===== src/logic/wss_pkg.sv =====
// Package: register map, field layout and types of the waveform steering block
//
// Notes on behaviour
// - Clock select 0 system, 1 fast oscillator
// - Four-bit code picks data input; 1110-1111 reserved
// - Steered output carries data, polarity applied
// - Unsteered output drives its override level
// - Steering controls act only in modes 00x
// - Synchronous mode double-buffers steering enables
// - Bit 7 shows shutdown in effect
// - Restart enable picks automatic restart
// - B/D shutdown field forces B and D
// - A/C shutdown field forces A and C
// - Shutdown bit writable while module disabled
// - Shutdown levels hold until data rising edge
// - Unimplemented bits ignore writes, read zero
// - Software clear refused while source active
// - Auto-restart clears shutdown when sources gone
// - Mode 001 synchronous, 000 asynchronous steering
package wss_pkg;

	// ----------------------------------------
	// Register offsets
	// ----------------------------------------
	localparam logic [3:0] WSS_OFS_CTRL0 = 4'h0;
	localparam logic [3:0] WSS_OFS_CTRL1 = 4'h1;
	localparam logic [3:0] WSS_OFS_CLK   = 4'h2;
	localparam logic [3:0] WSS_OFS_DAT   = 4'h3;
	localparam logic [3:0] WSS_OFS_STR   = 4'h4;
	localparam logic [3:0] WSS_OFS_AS0   = 4'h5;
	localparam logic [3:0] WSS_OFS_AS1   = 4'h6;
	localparam logic [3:0] WSS_OFS_ISTAT = 4'h7;
	localparam logic [3:0] WSS_OFS_IEN   = 4'h8;
	localparam logic [3:0] WSS_OFS_ICLR  = 4'h9;

	// ----------------------------------------
	// Field positions and masks
	// ----------------------------------------
	localparam int         WSS_BIT_EN       = 7;
	localparam int         WSS_BIT_SHUT     = 7;
	localparam int         WSS_BIT_REN      = 6;
	localparam int         WSS_BIT_IN       = 5;
	localparam logic [7:0] WSS_MASK_CTRL0   = 8'h87;
	localparam logic [7:0] WSS_MASK_CTRL1   = 8'h0f;
	localparam logic [7:0] WSS_MASK_CLK     = 8'h01;
	localparam logic [7:0] WSS_MASK_DAT     = 8'h0f;
	localparam logic [7:0] WSS_MASK_AS0CFG  = 8'h7c;
	localparam logic [7:0] WSS_MASK_AS1     = 8'h1f;
	localparam logic [7:0] WSS_MASK_IRQ     = 8'h03;
	localparam logic [7:0] WSS_RST_AS0      = 8'h14;
	localparam logic [7:0] WSS_ZERO8        = 8'h00;

	// ----------------------------------------
	// Codes
	// ----------------------------------------
	localparam logic [2:0] WSS_MODE_ASYNC   = 3'h0;
	localparam logic [2:0] WSS_MODE_SYNC    = 3'h1;
	localparam logic [1:0] WSS_LVL_INACTIVE = 2'h0;
	localparam logic [1:0] WSS_LVL_TRI      = 2'h1;
	localparam logic [1:0] WSS_LVL_LOW      = 2'h2;
	localparam logic [1:0] WSS_LVL_HIGH     = 2'h3;
	localparam logic [3:0] WSS_DAT_LAST     = 4'hd;
	localparam int         WSS_IRQ_SHUT     = 0;
	localparam int         WSS_IRQ_RESUME   = 1;

	// Bus request bundle
	typedef struct packed {
		logic [3:0] addr;
		logic [7:0] wdata;
		logic       wr;
		logic       rd;
	} wss_bus_t;

	// Data-source candidates, index = source code
	typedef struct packed {
		logic [3:0] logic_cell;
		logic       numeric_osc;
		logic [1:0] pulse_unit;
		logic [3:0] capture_unit;
		logic       comparator_two_output;
		logic       comparator_one_output;
		logic       pin_assigned_input;
	} wss_src_t;

	// Output pin bundle, index 0..3 = A..D
	typedef struct packed {
		logic [3:0] out;
		logic [3:0] oe;
	} wss_pins_t;

endpackage


===== src/logic/wss_top.sv =====
// Waveform steering and auto-shutdown core with register port
`timescale 1ns/10ps
module wss_top (
	input  wire logic              sys_clk,
	input  wire logic              rst_n,
	input  wire logic              fast_clk_ok,
	input  wire wss_pkg::wss_bus_t bus,
	output logic [7:0]             rdata,
	input  wire wss_pkg::wss_src_t src,
	input  wire logic [4:0]        shutdown_src,
	output wss_pkg::wss_pins_t     pins,
	output logic                   generator_clock_code,
	output logic                   irq
);
	import wss_pkg::*;

	// ------------------------------------------------
	// Registers
	// ------------------------------------------------
	logic [7:0] ctrl0_reg;
	logic [7:0] ctrl1_reg;
	logic [7:0] clk_reg;
	logic [7:0] dat_reg;
	logic [7:0] str_reg;
	logic [3:0] steer_act_reg;
	logic [7:0] as0_reg;
	logic       shut_reg;
	logic       hold_reg;
	logic [7:0] as1_reg;
	logic [7:0] istat_reg;
	logic [7:0] ien_reg;
	logic [7:0] rdata_next;
	logic [3:0] out_reg;
	logic [3:0] oe_reg;

	logic       data_in;
	logic       data_rise;
	logic       src_active;
	logic       wr_ctrl0;
	logic       wr_str;
	logic       wr_as0;
	logic       sw_clear;
	logic       sw_set;
	logic       hw_clear;
	logic       steer_mode;
	logic [2:0] mode;
	logic [3:0] pol;
	logic [1:0] lvl_bd;
	logic [1:0] lvl_ac;
	logic [3:0] out_next;
	logic [3:0] oe_next;
	logic [7:0] ev;

	// Masked register write helper: unimplemented bits stay zero
	function automatic logic [7:0] wss_mask(input logic [7:0] v,
		input logic [7:0] m);
		wss_mask = v & m;
	endfunction

	// Shutdown level for one output
	function automatic logic [1:0] wss_shut_pin(input logic [1:0] lvl,
		input logic p);
		logic [1:0] r;
		r = 2'b01;
		unique case (lvl)
			WSS_LVL_HIGH:     r = 2'b11;
			WSS_LVL_LOW:      r = 2'b01;
			WSS_LVL_TRI:      r = 2'b00;
			WSS_LVL_INACTIVE: r = {p, 1'b1};
		endcase
		wss_shut_pin = r;
	endfunction

	// ------------------------------------------------
	// Source selection
	// ------------------------------------------------
	wss_source_mux u_mux (
		.sys_clk          (sys_clk),
		.rst_n            (rst_n),
		.src              (src),
		.data_source_code (dat_reg[3:0]),
		.data_in          (data_in),
		.data_rise        (data_rise)
	);

	// Decodes
	assign mode       = ctrl0_reg[2:0];
	assign pol        = ctrl1_reg[3:0];
	assign lvl_bd     = as0_reg[5:4];
	assign lvl_ac     = as0_reg[3:2];
	assign steer_mode = (mode == WSS_MODE_ASYNC)
		| (mode == WSS_MODE_SYNC);
	assign src_active = |(shutdown_src & as1_reg[4:0]);
	assign wr_ctrl0   = bus.wr & (bus.addr == WSS_OFS_CTRL0);
	assign wr_str     = bus.wr & (bus.addr == WSS_OFS_STR);
	assign wr_as0     = bus.wr & (bus.addr == WSS_OFS_AS0);
	assign sw_set     = wr_as0 & bus.wdata[WSS_BIT_SHUT]
		& ~ctrl0_reg[WSS_BIT_EN];
	// Refused while any enabled source still asserts
	assign sw_clear   = wr_as0 & ~bus.wdata[WSS_BIT_SHUT]
		& ~src_active;
	assign hw_clear   = as0_reg[WSS_BIT_REN] & ~src_active;

	// Clock code goes to the clock tree; fast oscillator only if present
	assign generator_clock_code = clk_reg[0] & fast_clk_ok;

	// ------------------------------------------------
	// Plain configuration registers
	// ------------------------------------------------
	always_ff @(posedge sys_clk) begin
		if (!rst_n) begin
			ctrl0_reg <= WSS_ZERO8;
			ctrl1_reg <= WSS_ZERO8;
			clk_reg   <= WSS_ZERO8;
			dat_reg   <= WSS_ZERO8;
			as1_reg   <= WSS_ZERO8;
			ien_reg   <= WSS_ZERO8;
		end else if (bus.wr) begin
			unique case (bus.addr)
				WSS_OFS_CTRL0: ctrl0_reg <= wss_mask(bus.wdata,
					WSS_MASK_CTRL0);
				WSS_OFS_CTRL1: ctrl1_reg <= wss_mask(bus.wdata,
					WSS_MASK_CTRL1);
				WSS_OFS_CLK:   clk_reg <= wss_mask(bus.wdata,
					WSS_MASK_CLK);
				WSS_OFS_DAT:   dat_reg <= wss_mask(bus.wdata,
					WSS_MASK_DAT);
				WSS_OFS_AS1:   as1_reg <= wss_mask(bus.wdata,
					WSS_MASK_AS1);
				WSS_OFS_IEN:   ien_reg <= wss_mask(bus.wdata,
					WSS_MASK_IRQ);
				default: ;
			endcase
		end
	end

	// ------------------------------------------------
	// Steering register and its active copy
	// ------------------------------------------------
	always_ff @(posedge sys_clk) begin
		if (!rst_n) begin
			str_reg <= WSS_ZERO8;
		end else if (wr_str) begin
			str_reg <= bus.wdata;
		end
	end

	// Sync mode waits for a data rising edge so no output glitches mid-cycle
	always_ff @(posedge sys_clk) begin
		if (!rst_n) begin
			steer_act_reg <= 4'h0;
		end else if (mode == WSS_MODE_SYNC) begin
			if (data_rise) begin
				steer_act_reg <= str_reg[3:0];
			end
		end else begin
			steer_act_reg <= str_reg[3:0];
		end
	end

	// ------------------------------------------------
	// Shutdown configuration and status
	// ------------------------------------------------
	always_ff @(posedge sys_clk) begin
		if (!rst_n) begin
			as0_reg <= WSS_RST_AS0;
		end else if (wr_as0) begin
			as0_reg <= wss_mask(bus.wdata, WSS_MASK_AS0CFG);
		end
	end

	// Set beats every clear, so an arriving event is never lost
	always_ff @(posedge sys_clk) begin
		if (!rst_n) begin
			shut_reg <= 1'b0;
		end else if (src_active | sw_set) begin
			shut_reg <= 1'b1;
		end else if (sw_clear | hw_clear) begin
			shut_reg <= 1'b0;
		end
	end

	// Outputs hold shutdown levels until the data input next rises
	always_ff @(posedge sys_clk) begin
		if (!rst_n) begin
			hold_reg <= 1'b0;
		end else if (shut_reg) begin
			hold_reg <= 1'b1;
		end else if (data_rise) begin
			hold_reg <= 1'b0;
		end
	end

	// ------------------------------------------------
	// Output steering and override
	// ------------------------------------------------
	always_comb begin
		logic [1:0] pa;
		pa       = 2'b00;
		out_next = 4'h0;
		oe_next  = 4'h0;
		for (int i = 0; i < 4; i++) begin
			if (shut_reg | hold_reg) begin
				// A,C use the A/C field; B,D the B/D field
				pa = wss_shut_pin((i % 2 == 0) ? lvl_ac : lvl_bd,
					pol[i]);
				out_next[i] = pa[1];
				oe_next[i]  = pa[0];
			end else if (!ctrl0_reg[WSS_BIT_EN]) begin
				out_next[i] = pol[i];
				oe_next[i]  = 1'b1;
			end else if (steer_mode) begin
				out_next[i] = steer_act_reg[i]
					? (data_in ^ pol[i])
					: str_reg[4 + i];
				oe_next[i]  = 1'b1;
			end else begin
				// Bridge modes live elsewhere; idle inactive here
				out_next[i] = pol[i];
				oe_next[i]  = 1'b1;
			end
		end
	end

	// Pins come from flip-flops: one cycle of latency, no glitches
	always_ff @(posedge sys_clk) begin
		if (!rst_n) begin
			out_reg <= 4'h0;
			oe_reg  <= 4'h0;
		end else begin
			out_reg <= out_next;
			oe_reg  <= oe_next;
		end
	end

	assign pins.out = out_reg;
	assign pins.oe  = oe_reg;

	// ------------------------------------------------
	// Interrupt status: shutdown entry and resume
	// ------------------------------------------------
	assign ev = {6'h00, hold_reg & ~shut_reg & data_rise,
		(src_active | sw_set) & ~shut_reg};

	always_ff @(posedge sys_clk) begin
		if (!rst_n) begin
			istat_reg <= WSS_ZERO8;
		end else if (bus.wr && bus.addr == WSS_OFS_ICLR) begin
			istat_reg <= (istat_reg & ~bus.wdata) | ev;
		end else begin
			istat_reg <= istat_reg | ev;
		end
	end

	assign irq = |(istat_reg & ien_reg);

	// ------------------------------------------------
	// Read port, data one cycle after the strobe
	// ------------------------------------------------
	always_comb begin
		rdata_next = WSS_ZERO8;
		unique case (bus.addr)
			WSS_OFS_CTRL0: rdata_next = ctrl0_reg;
			WSS_OFS_CTRL1: rdata_next = ctrl1_reg
				| (8'(data_in) << WSS_BIT_IN);
			WSS_OFS_CLK:   rdata_next = clk_reg;
			WSS_OFS_DAT:   rdata_next = dat_reg;
			WSS_OFS_STR:   rdata_next = str_reg;
			WSS_OFS_AS0:   rdata_next = as0_reg
				| (8'(shut_reg) << WSS_BIT_SHUT);
			WSS_OFS_AS1:   rdata_next = as1_reg;
			WSS_OFS_ISTAT: rdata_next = istat_reg;
			WSS_OFS_IEN:   rdata_next = ien_reg;
			default:       rdata_next = WSS_ZERO8;
		endcase
	end

	always_ff @(posedge sys_clk) begin
		if (!rst_n) begin
			rdata <= WSS_ZERO8;
		end else if (bus.rd) begin
			rdata <= rdata_next;
		end else begin
			rdata <= WSS_ZERO8;
		end
	end

endmodule


===== src/logic/wss_source_mux.sv =====
// Data-source selector with rising-edge detect on the chosen waveform
`timescale 1ns/10ps
module wss_source_mux (
	input  wire logic             sys_clk,
	input  wire logic             rst_n,
	input  wire wss_pkg::wss_src_t src,
	input  wire logic [3:0]       data_source_code,
	output logic                  data_in,
	output logic                  data_rise
);
	import wss_pkg::*;

	logic [13:0] src_vec;
	logic        sel;
	logic        prev_reg;

	// Reserved codes select a quiet low input
	assign src_vec = src;
	always_comb begin
		if (data_source_code <= WSS_DAT_LAST) begin
			sel = src_vec[data_source_code];
		end else begin
			sel = 1'b0;
		end
	end

	// Data input is taken as synchronous; edge found against last sample
	always_ff @(posedge sys_clk) begin
		if (!rst_n) begin
			prev_reg <= 1'b0;
		end else begin
			prev_reg <= sel;
		end
	end

	assign data_in   = sel;
	assign data_rise = sel & ~prev_reg;

endmodule


===== config.mk =====
export PLATFORM = sky130hd
export DESIGN_NAME = wss_top
export DESIGN_NICKNAME = d
export VERILOG_FILES = /design/src/logic/wss_pkg.sv /design/src/logic/wss_top.sv /design/src/logic/wss_source_mux.sv
export SDC_FILE = /design/constraint.sdc
export NUM_CORES = 1
export LEC_CHECK = 0
export BUFFER_PORTS_ARGS = -buffer_cell sky130_fd_sc_hd__buf_2
export CAP_MARGIN = 5
export CORE_MARGIN = 1
export CORE_UTILIZATION = 59
export CTS_CLUSTER_SIZE = 8
export DETAILED_ROUTE_END_ITERATION = 6
export PLACE_DENSITY = 0.84
export SLEW_MARGIN = 20
export SYNTH_ARGS = -nofsm -noshare
export SYNTH_HDL_FRONTEND = slang
export SYNTH_SLANG_ARGS = --single-unit

===== constraint.sdc =====
create_clock -name sys_clk -period 4.25 [get_ports sys_clk]
set_input_delay 0.425 -clock sys_clk [delete_from_list [all_inputs] [get_ports sys_clk]]
set_output_delay 0.425 -clock sys_clk [all_outputs]
set_load 0.05 [all_outputs]

==> results of run 1 <==
==> worst reg2reg max path: stages (launching register included) <==
cell and delay, ns:
dfxtp_1 0.47, mux4_1 0.61, mux2i_2 0.24, mux2i_4 0.18, a21oi_4 0.28, mux2i_1 0.22
==> report_power, final <==
group	switching, mW	internal [mW]
registers	0.00834	0.590
logic	0.0741	0.0430
clock network	0.219	0.302
==> per-layer routing <==
| metal | vias up | GRT usage [%] | share of wire (%) |
|---|---|---|---|
| met5 | - | 0 | 0 |
| met4 | 0 | 18.30 | 3.0 |
| met3 | 24 | 7.182 | 8.8 |
| met2 | 134 | 45.79 | 47 |
| met1 | 1252 | 39.33 | 41 |
| li1 | 1235 | - | - |
==> how the worst max path moves through the flow <==
stage               slack (ns)          endpoint
floorplan                 2.46  steer_act_reg[0]
global placement          2.07      istat_reg[0]
detailed placement        2.01      istat_reg[0]
CTS                       2.20  steer_act_reg[0]
global route              2.09  steer_act_reg[0]
finish                    2.19  steer_act_reg[0]
==> layout make-up <==
| type | count | area [µm²] | share of cell area [%] |
|---|---|---|---|
| clock buffer | 13 | 158.9 | 4.674 |
| tap | 67 | 83.83 | 2.466 |
| sequential | 62 | 1241 | 36.51 |
| inverter | 7 | 26.28 | 0.7729 |
| timing repair buffer | 54 | 272.8 | 8.024 |
| clock inverter | 3 | 42.54 | 1.251 |
| multi-input combinational | 234 | 1574 | 46.30 |
==> cells by family after synthesis <==
logic type      share of synthesized area [%]
compound gates                          11.70
mux                                     21.25
flops                                   42.07
simple gates                            20.40
buf+inv                                 4.579
==> cell usage in the layout, fill, tap and decap left out, drive strengths merged, types with 5 or more instances in the layout <==
cell type  count
mux4           6
mux2i         43
clkbuf        13
a21oi         24
a31oi          6
o21ai          8
inv            7
nor2          38
dfxtp         62
or3            5
nand2         41
nand3         17
buf           54
==> results.yml, run 1 <==
hold_path:
  worstHoldStart: "bus[7]"
  min_path_cells: 2
  hold_class: "primary input to flop"
  holdPathEnd: "istat_reg[5]"
setup_path:
  timing.rr.start: "dat_reg[1]"
  cp_top_family: "multiplexers"
  path_buf_inv: 0
  cp_data_arrival_time_ns: 2.33
  cp_num_cells: 5
  path_cells: "mux4_1, mux2i_2, mux2i_4, a21oi_4, mux2i_1"
  cpPeakStageDelay_ns: 0.61
  cp-end-kind: "flop"
  rrSetupSlack_ns: 2.19
  r2r-end: "steer_act_reg[0]"
  critPathLaunch: "dat_reg[1]"
  cp_max_fo: 8
  reg2reg_depth: 5
  required_ns: 4.52
  crit_slowest_cell: "mux4_1"
  start_kind: "flop"
  crit_type: "flop to flop"
yosys:
  synth-seq-area-share_pct: 42.07
  ys.flop_type: "dfxtp_1"
  yosysMostFrequentCell: "dfxtp_1"
  syn_avg_cell_area_um2: 9.050
  yosys_warnings: 0
  synth_nets: 362
  synth_seq_cells: 62
  ys_types: 47
  postSynth.asyncResetShare_pct: 0
  syn_area_um2: 2950
  synth_top_area_share_pct: 42.07
  synth_edf_count: 0
  yosys.area.top_type: "dfxtp_1"
  synthTopCellsByArea: "dfxtp_1 42%, mux2i_1 14%, nand2_1 5.2%"
  synth_cells: 326
  synth_common_cells: "62 x dfxtp_1, 41 x mux2i_1, 41 x nand2_1, 37 x nor2_1, 23 x a21oi_1"
die:
  core_um2: 4755
  die_x_um: 72.72
  die_h_um: 72.72
  start_util_pct: 62.05
  num_rows: 25
  io_pins: 54
  die_area_um2: 5287
clock_tree:
  clk_pin_slew_ns: 0.07
  tritoncts: "done"
  postCtsSetupBuffers: 0
  clock_sinks: 62
  ctsResizeCount: 0
  cts_buffers: 9
  ctsHoldBuffers: 0
  clock_latency_ns: 0.35
  clk_path_buf_depth: 2
  htreeDepth: 3
  cts_root_buf: "clkbuf_8"
layout:
  area_delta_synth_final_pct: 15.22
  stdcell_count: 440
  nFillCells: 406
  num-nets-final: 404
  num_antenna_cells: 0
  layout-drive-gt1-share_pct: 23.06
  final_cell_area_um2: 3400
  fin_util_pct: 71.50
placed_design:
  place.gp.congestion: 0.9501
  dp_cells: 424
  dpl_cell_area_um2: 3198
  hpwl_um: 5163
  dpl_worst_slack_ns: 2.007
  portBuffers: 53
sta:
  slew_headroom_pct: 56.19
  worstMarginPinSlew_ns: 0.6562
  fmax_ghz: 0.4858
  rsz0062_at_grt: "no"
  slew_violations: 0
  period_minus_slack_ns: 2.059
  finalClockSkew_ns: 0.007435
  setup-tns-final_ns: 0
  hold_viol_final: 0
  finalSetupViolations: 0
  worst_slack_ns: 2.191
  holdWs_ns: 0.2804
  finalCritPeriodShare_pct: 48.44
route:
  final_antenna_net_count: 0
  first_pass_iters: 5
  routed_wl_um: 7288
  via_count: 2645
  wire_per_inst_um: 16.56
  drt_iter0_drc: 274
  viasPerCell: 6.011
  route.detailed.drc: 0
global_routing:
  grt_max_degree: 40
  first_global_vias: 2316
  groute.usage.overall_pct: 30.29
  antenna_found_initial: 0
  grt_pass1_wl_um: 11710
  grt-ovfl-total: 0
power_and_ir_drop:
  power_mw: 1.236
  p_per_area_nw_per_um2: 363.7
  p_leak_nw: 1.373
  ir_drop_uv: 314.9
flow_run:
  cap_violations: 0
outcome:
  status: "completed"
Note: power is estimated with default switching activity, not from simulation.
==> inputs of run 2 (changes only) <==
--- a/config.mk
+++ b/config.mk
@@ -8,10 +8,10 @@
 export BUFFER_PORTS_ARGS = -buffer_cell sky130_fd_sc_hd__buf_2
 export CAP_MARGIN = 5
 export CORE_MARGIN = 1
-export CORE_UTILIZATION = 59
+export CORE_UTILIZATION = 55
 export CTS_CLUSTER_SIZE = 8
 export DETAILED_ROUTE_END_ITERATION = 6
-export PLACE_DENSITY = 0.84
+export PLACE_DENSITY = 0.79
 export SLEW_MARGIN = 20
 export SYNTH_ARGS = -nofsm -noshare
 export SYNTH_HDL_FRONTEND = slang
==> constraint.sdc (replaced) <==
create_clock -name sys_clk -period 2 [get_ports sys_clk]
set_input_delay 0.2 -clock sys_clk [delete_from_list [all_inputs] [get_ports sys_clk]]
set_output_delay 0.2 -clock sys_clk [all_outputs]
set_load 0.05 [all_outputs]
==> results.yml, run 2 (synthesis gave the netlist of run 1 again) <==
die:
  die_area_um2: 5661
  die_x_um: 75.24
  die_h_um: 75.24
  io_pins: 54
  start_util_pct: 57.40
  num_rows: 26
  core_um2: 5140
sta:
  worst_slack_ns: 0.1111
  setup-tns-final_ns: 0
  finalCritPeriodShare_pct: 94.44
  fmax_ghz: 0.5294
  worstMarginPinSlew_ns: 0.4912
  finalSetupViolations: 0
  hold_viol_final: 0
  period_minus_slack_ns: 1.889
  slew_headroom_pct: 67.26
  finalClockSkew_ns: 0.007860
  slew_violations: 0
  rsz0062_at_grt: "no"
clock_tree:
  postCtsSetupBuffers: 0
  tritoncts: "done"
  clk_path_buf_depth: 2
  cts_root_buf: "clkbuf_8"
  ctsHoldBuffers: 0
  cts_buffers: 9
  clock_latency_ns: 0.35
  clk_pin_slew_ns: 0.07
  htreeDepth: 3
  ctsResizeCount: 0
  clock_sinks: 62
setup_path:
  crit_type: "flop to flop"
  required_ns: 2.27
  cp_top_family: "multiplexers"
  cp-end-kind: "flop"
  crit_slowest_cell: "mux4_1"
  cp_max_fo: 8
  path_cells: "mux4_1, mux2i_2, mux2i_4, a21oi_4, mux2i_1"
  path_buf_inv: 0
  cpPeakStageDelay_ns: 0.58
  start_kind: "flop"
  cp_data_arrival_time_ns: 2.16
power_and_ir_drop:
  p_per_area_nw_per_um2: 798.0
  p_leak_nw: 1.440
  ir_drop_uv: 459.4
  power_mw: 2.801
global_routing:
  groute.usage.overall_pct: 29.17
  grt-ovfl-total: 0
  grt_pass1_wl_um: 12020
  first_global_vias: 2465
  grt_max_degree: 40
  antenna_found_initial: 0
layout:
  num-nets-final: 414
  stdcell_count: 453
  fin_util_pct: 68.28
  area_delta_synth_final_pct: 18.96
  num_antenna_cells: 0
  layout-drive-gt1-share_pct: 25.33
  multi_input_area_um2: 1574
  layout_commonest_cell: "dfxtp_1"
  nFillCells: 454
  regArea_um2: 1241
  most-common-layout-cells: "62 x dfxtp_1, 53 x buf_2, 41 x nand2_1, 41 x mux2i_1, 37 x nor2_1"
route:
  m1WireLength_um: 3255
  first_pass_iters: 5
  routed-wl-met2_um: 3578
  routed_wl_um: 7478
  viasPerCell: 5.799
  route.detailed.drc: 0
  dr.max_layer_used: "met4"
  wire_per_inst_um: 16.51
  met3WireLength_um: 454
  via_count: 2627
  drt_iter0_drc: 235
  final_antenna_net_count: 0
outcome:
  status: "completed"
hold_path:
  hold_class: "primary input to flop"
placed_design:
  dp_cells: 437
  place.gp.congestion: 0.8727
  hpwl_um: 5329
  portBuffers: 53
  dpl_worst_slack_ns: 0.1229
flow_run:
  cap_violations: 0
[run 2: cell types whose count changed in the layout (fill, tap and decap cells not counted)]
cell	previous run	this run
bufinv_16	1	2
clkinv_4	0	1
clkbuf_1	2	0
inv_1	6	7
buf_4	1	11
inv_2	1	0
[run 2: cell type report]
cell class / count / share of cell area [%]
clock inverters: 5 / 2.317
flip-flops and latches: 62 / 35.37
multi-input cells: 234 / 44.85
well taps: 70 / 2.496
clock buffers: 11 / 4.314
repair buffers: 64 / 9.911
inverters: 7 / 0.7487
[run 2: where the power goes]
| part | switching [mW] | total [mW] | internal, mW |
|---|---|---|---|
| Sequential | 0.0165 | 1.27 | 1.25 |
| Combinational | 0.163 | 0.261 | 0.0982 |
| Clock | 0.502 | 1.27 | 0.769 |
| Total | 0.681 | 2.80 | 2.12 |
[run 2: layer usage]
| layer | GRT usage, % | vias to the layer above |
|---|---|---|
| li1 | - | 1255 |
| met1 | 38.34 | 1238 |
| met2 | 46.25 | 113 |
| met3 | 5.756 | 21 |
| met4 | 13.79 | 0 |
| met5 | 0 | - |
[run 2: metrics by stage]
stage | hold slack, ns | instance area, µm²
finish | 0.04783 | 3510
global route | 0.05785 | 3510
CTS | 0.04106 | 3510
detailed placement | 0.4130 | 3277
global placement | 0.4030 | 3277
floorplan | 0.2870 | 2950
[run 2: path summary, 6_finish.rpt]
path	from	to	slack, ns	cells past startpoint
worst max-delay path	dat_reg[1]	steer_act_reg[2]	0.11	5
worst min-delay path	bus[8]	istat_reg[6]	0.05	2
worst max register to register	dat_reg[1]	steer_act_reg[2]	0.11	5
worst min register to register	istat_reg[3]	istat_reg[3]	0.43	2
[run 2: worst register-to-register path: stages, from the launching register on]
cell and delay, ns:
dfxtp_1 0.37, mux4_1 0.58, mux2i_2 0.23, mux2i_4 0.17, a21oi_4 0.26, mux2i_1 0.21
==> inputs of run 3 (changes only) <==
--- a/config.mk
+++ b/config.mk
@@ -9,9 +9,12 @@
 export CAP_MARGIN = 5
 export CORE_MARGIN = 1
 export CORE_UTILIZATION = 55
+export CTS_CLUSTER_DIAMETER = 80
 export CTS_CLUSTER_SIZE = 8
 export DETAILED_ROUTE_END_ITERATION = 6
+export GPL_TIMING_DRIVEN = 1
 export PLACE_DENSITY = 0.79
+export SETUP_SLACK_MARGIN = 0.3
 export SLEW_MARGIN = 20
 export SYNTH_ARGS = -nofsm -noshare
 export SYNTH_HDL_FRONTEND = slang
==> results.yml, run 3 (synthesis gave the netlist of run 1 again) <==
route:
  m1WireLength_um: 3195
  first_pass_iters: 5
  routed_wl_um: 7352
  met3WireLength_um: 576
  route.detailed.drc: 0
  wire_per_inst_um: 16.27
  final_antenna_net_count: 0
  viasPerCell: 5.777
  drt_iter0_drc: 290
  dr.max_layer_used: "met4"
  via_count: 2611
  routed-wl-met2_um: 3495
flow_run:
  cap_violations: 0
power_and_ir_drop:
  p_per_area_nw_per_um2: 787.1
  p_leak_nw: 1.435
  ir_drop_uv: 516.6
layout:
  num-nets-final: 414
  layout-drive-gt1-share_pct: 26.70
  regArea_um2: 1249
  stdcell_count: 452
  area_delta_synth_final_pct: 18.74
  num_antenna_cells: 0
  most-common-layout-cells: "60 x dfxtp_1, 53 x buf_2, 41 x nand2_1, 41 x mux2i_1, 37 x nor2_1"
  layout_commonest_cell: "dfxtp_1"
  nFillCells: 440
  multi_input_area_um2: 1568
placed_design:
  hpwl_um: 5224
  dp_cells: 433
  place.gp.congestion: 0.8763
  portBuffers: 53
clock_tree:
  clk_path_buf_depth: 2
  clock_latency_ns: 0.34
  tritoncts: "done"
  htreeDepth: 3
  clock_sinks: 62
  cts_root_buf: "clkbuf_8"
  ctsHoldBuffers: 0
  cts_buffers: 9
  clk_pin_slew_ns: 0.06
sta:
  finalCritPeriodShare_pct: 88.48
  setup-tns-final_ns: 0
  fmax_ghz: 0.5651
  rsz0062_at_grt: "yes"
  slew_violations: 0
  finalClockSkew_ns: 0.003167
  period_minus_slack_ns: 1.770
  hold_viol_final: 0
  finalSetupViolations: 0
  slew_headroom_pct: 65.91
  worstMarginPinSlew_ns: 0.5113
global_routing:
  grt_pass1_wl_um: 11790
  grt_max_degree: 40
  first_global_vias: 2327
  antenna_found_initial: 0
  grt-ovfl-total: 0
  groute.usage.overall_pct: 28.78
setup_path:
  start_kind: "flop"
  r2r-end: "steer_act_reg[1]"
  cp_data_arrival_time_ns: 2.03
  required_ns: 2.26
  rrSetupSlack_ns: 0.23
  crit_type: "flop to flop"
  cp-endpoint: "steer_act_reg[1]"
  cp-end-kind: "flop"
  reg2reg_depth: 5
  cp_max_fo: 7
  critPathLaunch: "dat_reg[1]"
  timing.rr.start: "dat_reg[1]"
die:
  io_pins: 54
  die_h_um: 75.24
  die_x_um: 75.24
  die_area_um2: 5661
  core_um2: 5140
  start_util_pct: 57.40
  num_rows: 26
hold_path:
  hold_class: "primary input to flop"
outcome:
  status: "completed"
## run 3: cell types whose count changed in the layout (fill, tap and decap cells not counted), sizes merged
cell	delta
clkinvlp	-1
## run 3: what timing repair did
item,4_1_cts,5_1_grt
pin swaps,6,3
setup endpoints to repair,10,11
resized for setup,3,2
setup buffers,3,1
## run 3: through the flow
step / power (mW) / hold slack, ns / util, % / setup WS (ns) / area, µm²
6_report: 2.757 / 0.05469 / 68.16 / 0.2303 / 3503
5_1_grt: 2.854 / 0.05407 / 68.16 / 0.1520 / 3503
4_1_cts: 2.761 / 0.04936 / 67.84 / 0.2079 / 3487
3_5_place_dp: 1.551 / 0.4089 / 63.07 / 0.1490 / 3242
3_3_place_gp: 1.546 / 0.4055 / 63.07 / 0.2293 / 3242
2_1_floorplan: 1.467 / 0.2870 / - / 0.3014 / 2945
## run 3: routing by layer
metal | GRT usage (%) | vias up
met2 | 46.25 | 111
met5 | 0 | -
met4 | 10.29 | 0
met1 | 37.73 | 1238
met3 | 7.363 | 10
li1 | - | 1252
## run 3: worst min-delay path by stage
stage               startpoint  cells after the start  slack (ns)            to
finish                  bus[8]                      2        0.05  istat_reg[6]
global route            bus[8]                      2        0.05  istat_reg[6]
CTS                     bus[8]                      2        0.05  istat_reg[6]
detailed placement      bus[8]                      2        0.41  istat_reg[6]
global placement        bus[8]                      2        0.41  istat_reg[6]
floorplan               bus[5]                      1        0.29  istat_reg[3]
## run 3: report_power, final
part | internal, mW | switching [mW] | total, mW
clock network | 0.758 | 0.465 | 1.22
logic | 0.102 | 0.164 | 0.266
registers | 1.25 | 0.0174 | 1.27
## run 3: area by class of cell
type	instances	share of cell area, %
Inverter	7	0.7500
Timing Repair Buffer	64	10.04
Sequential cell	62	35.64
Multi-Input combinational cell	234	44.75
Tap cell	70	2.500
Clock inverter	4	2.000
Clock buffer	11	4.321
## run 3: critical path: stages, from the launching register on
cell,delay (ns)
dfxtp_4,0.37
mux4_2,0.50
mux2i_2,0.21
mux2i_4,0.17
a21oi_4,0.23
mux2i_1,0.21
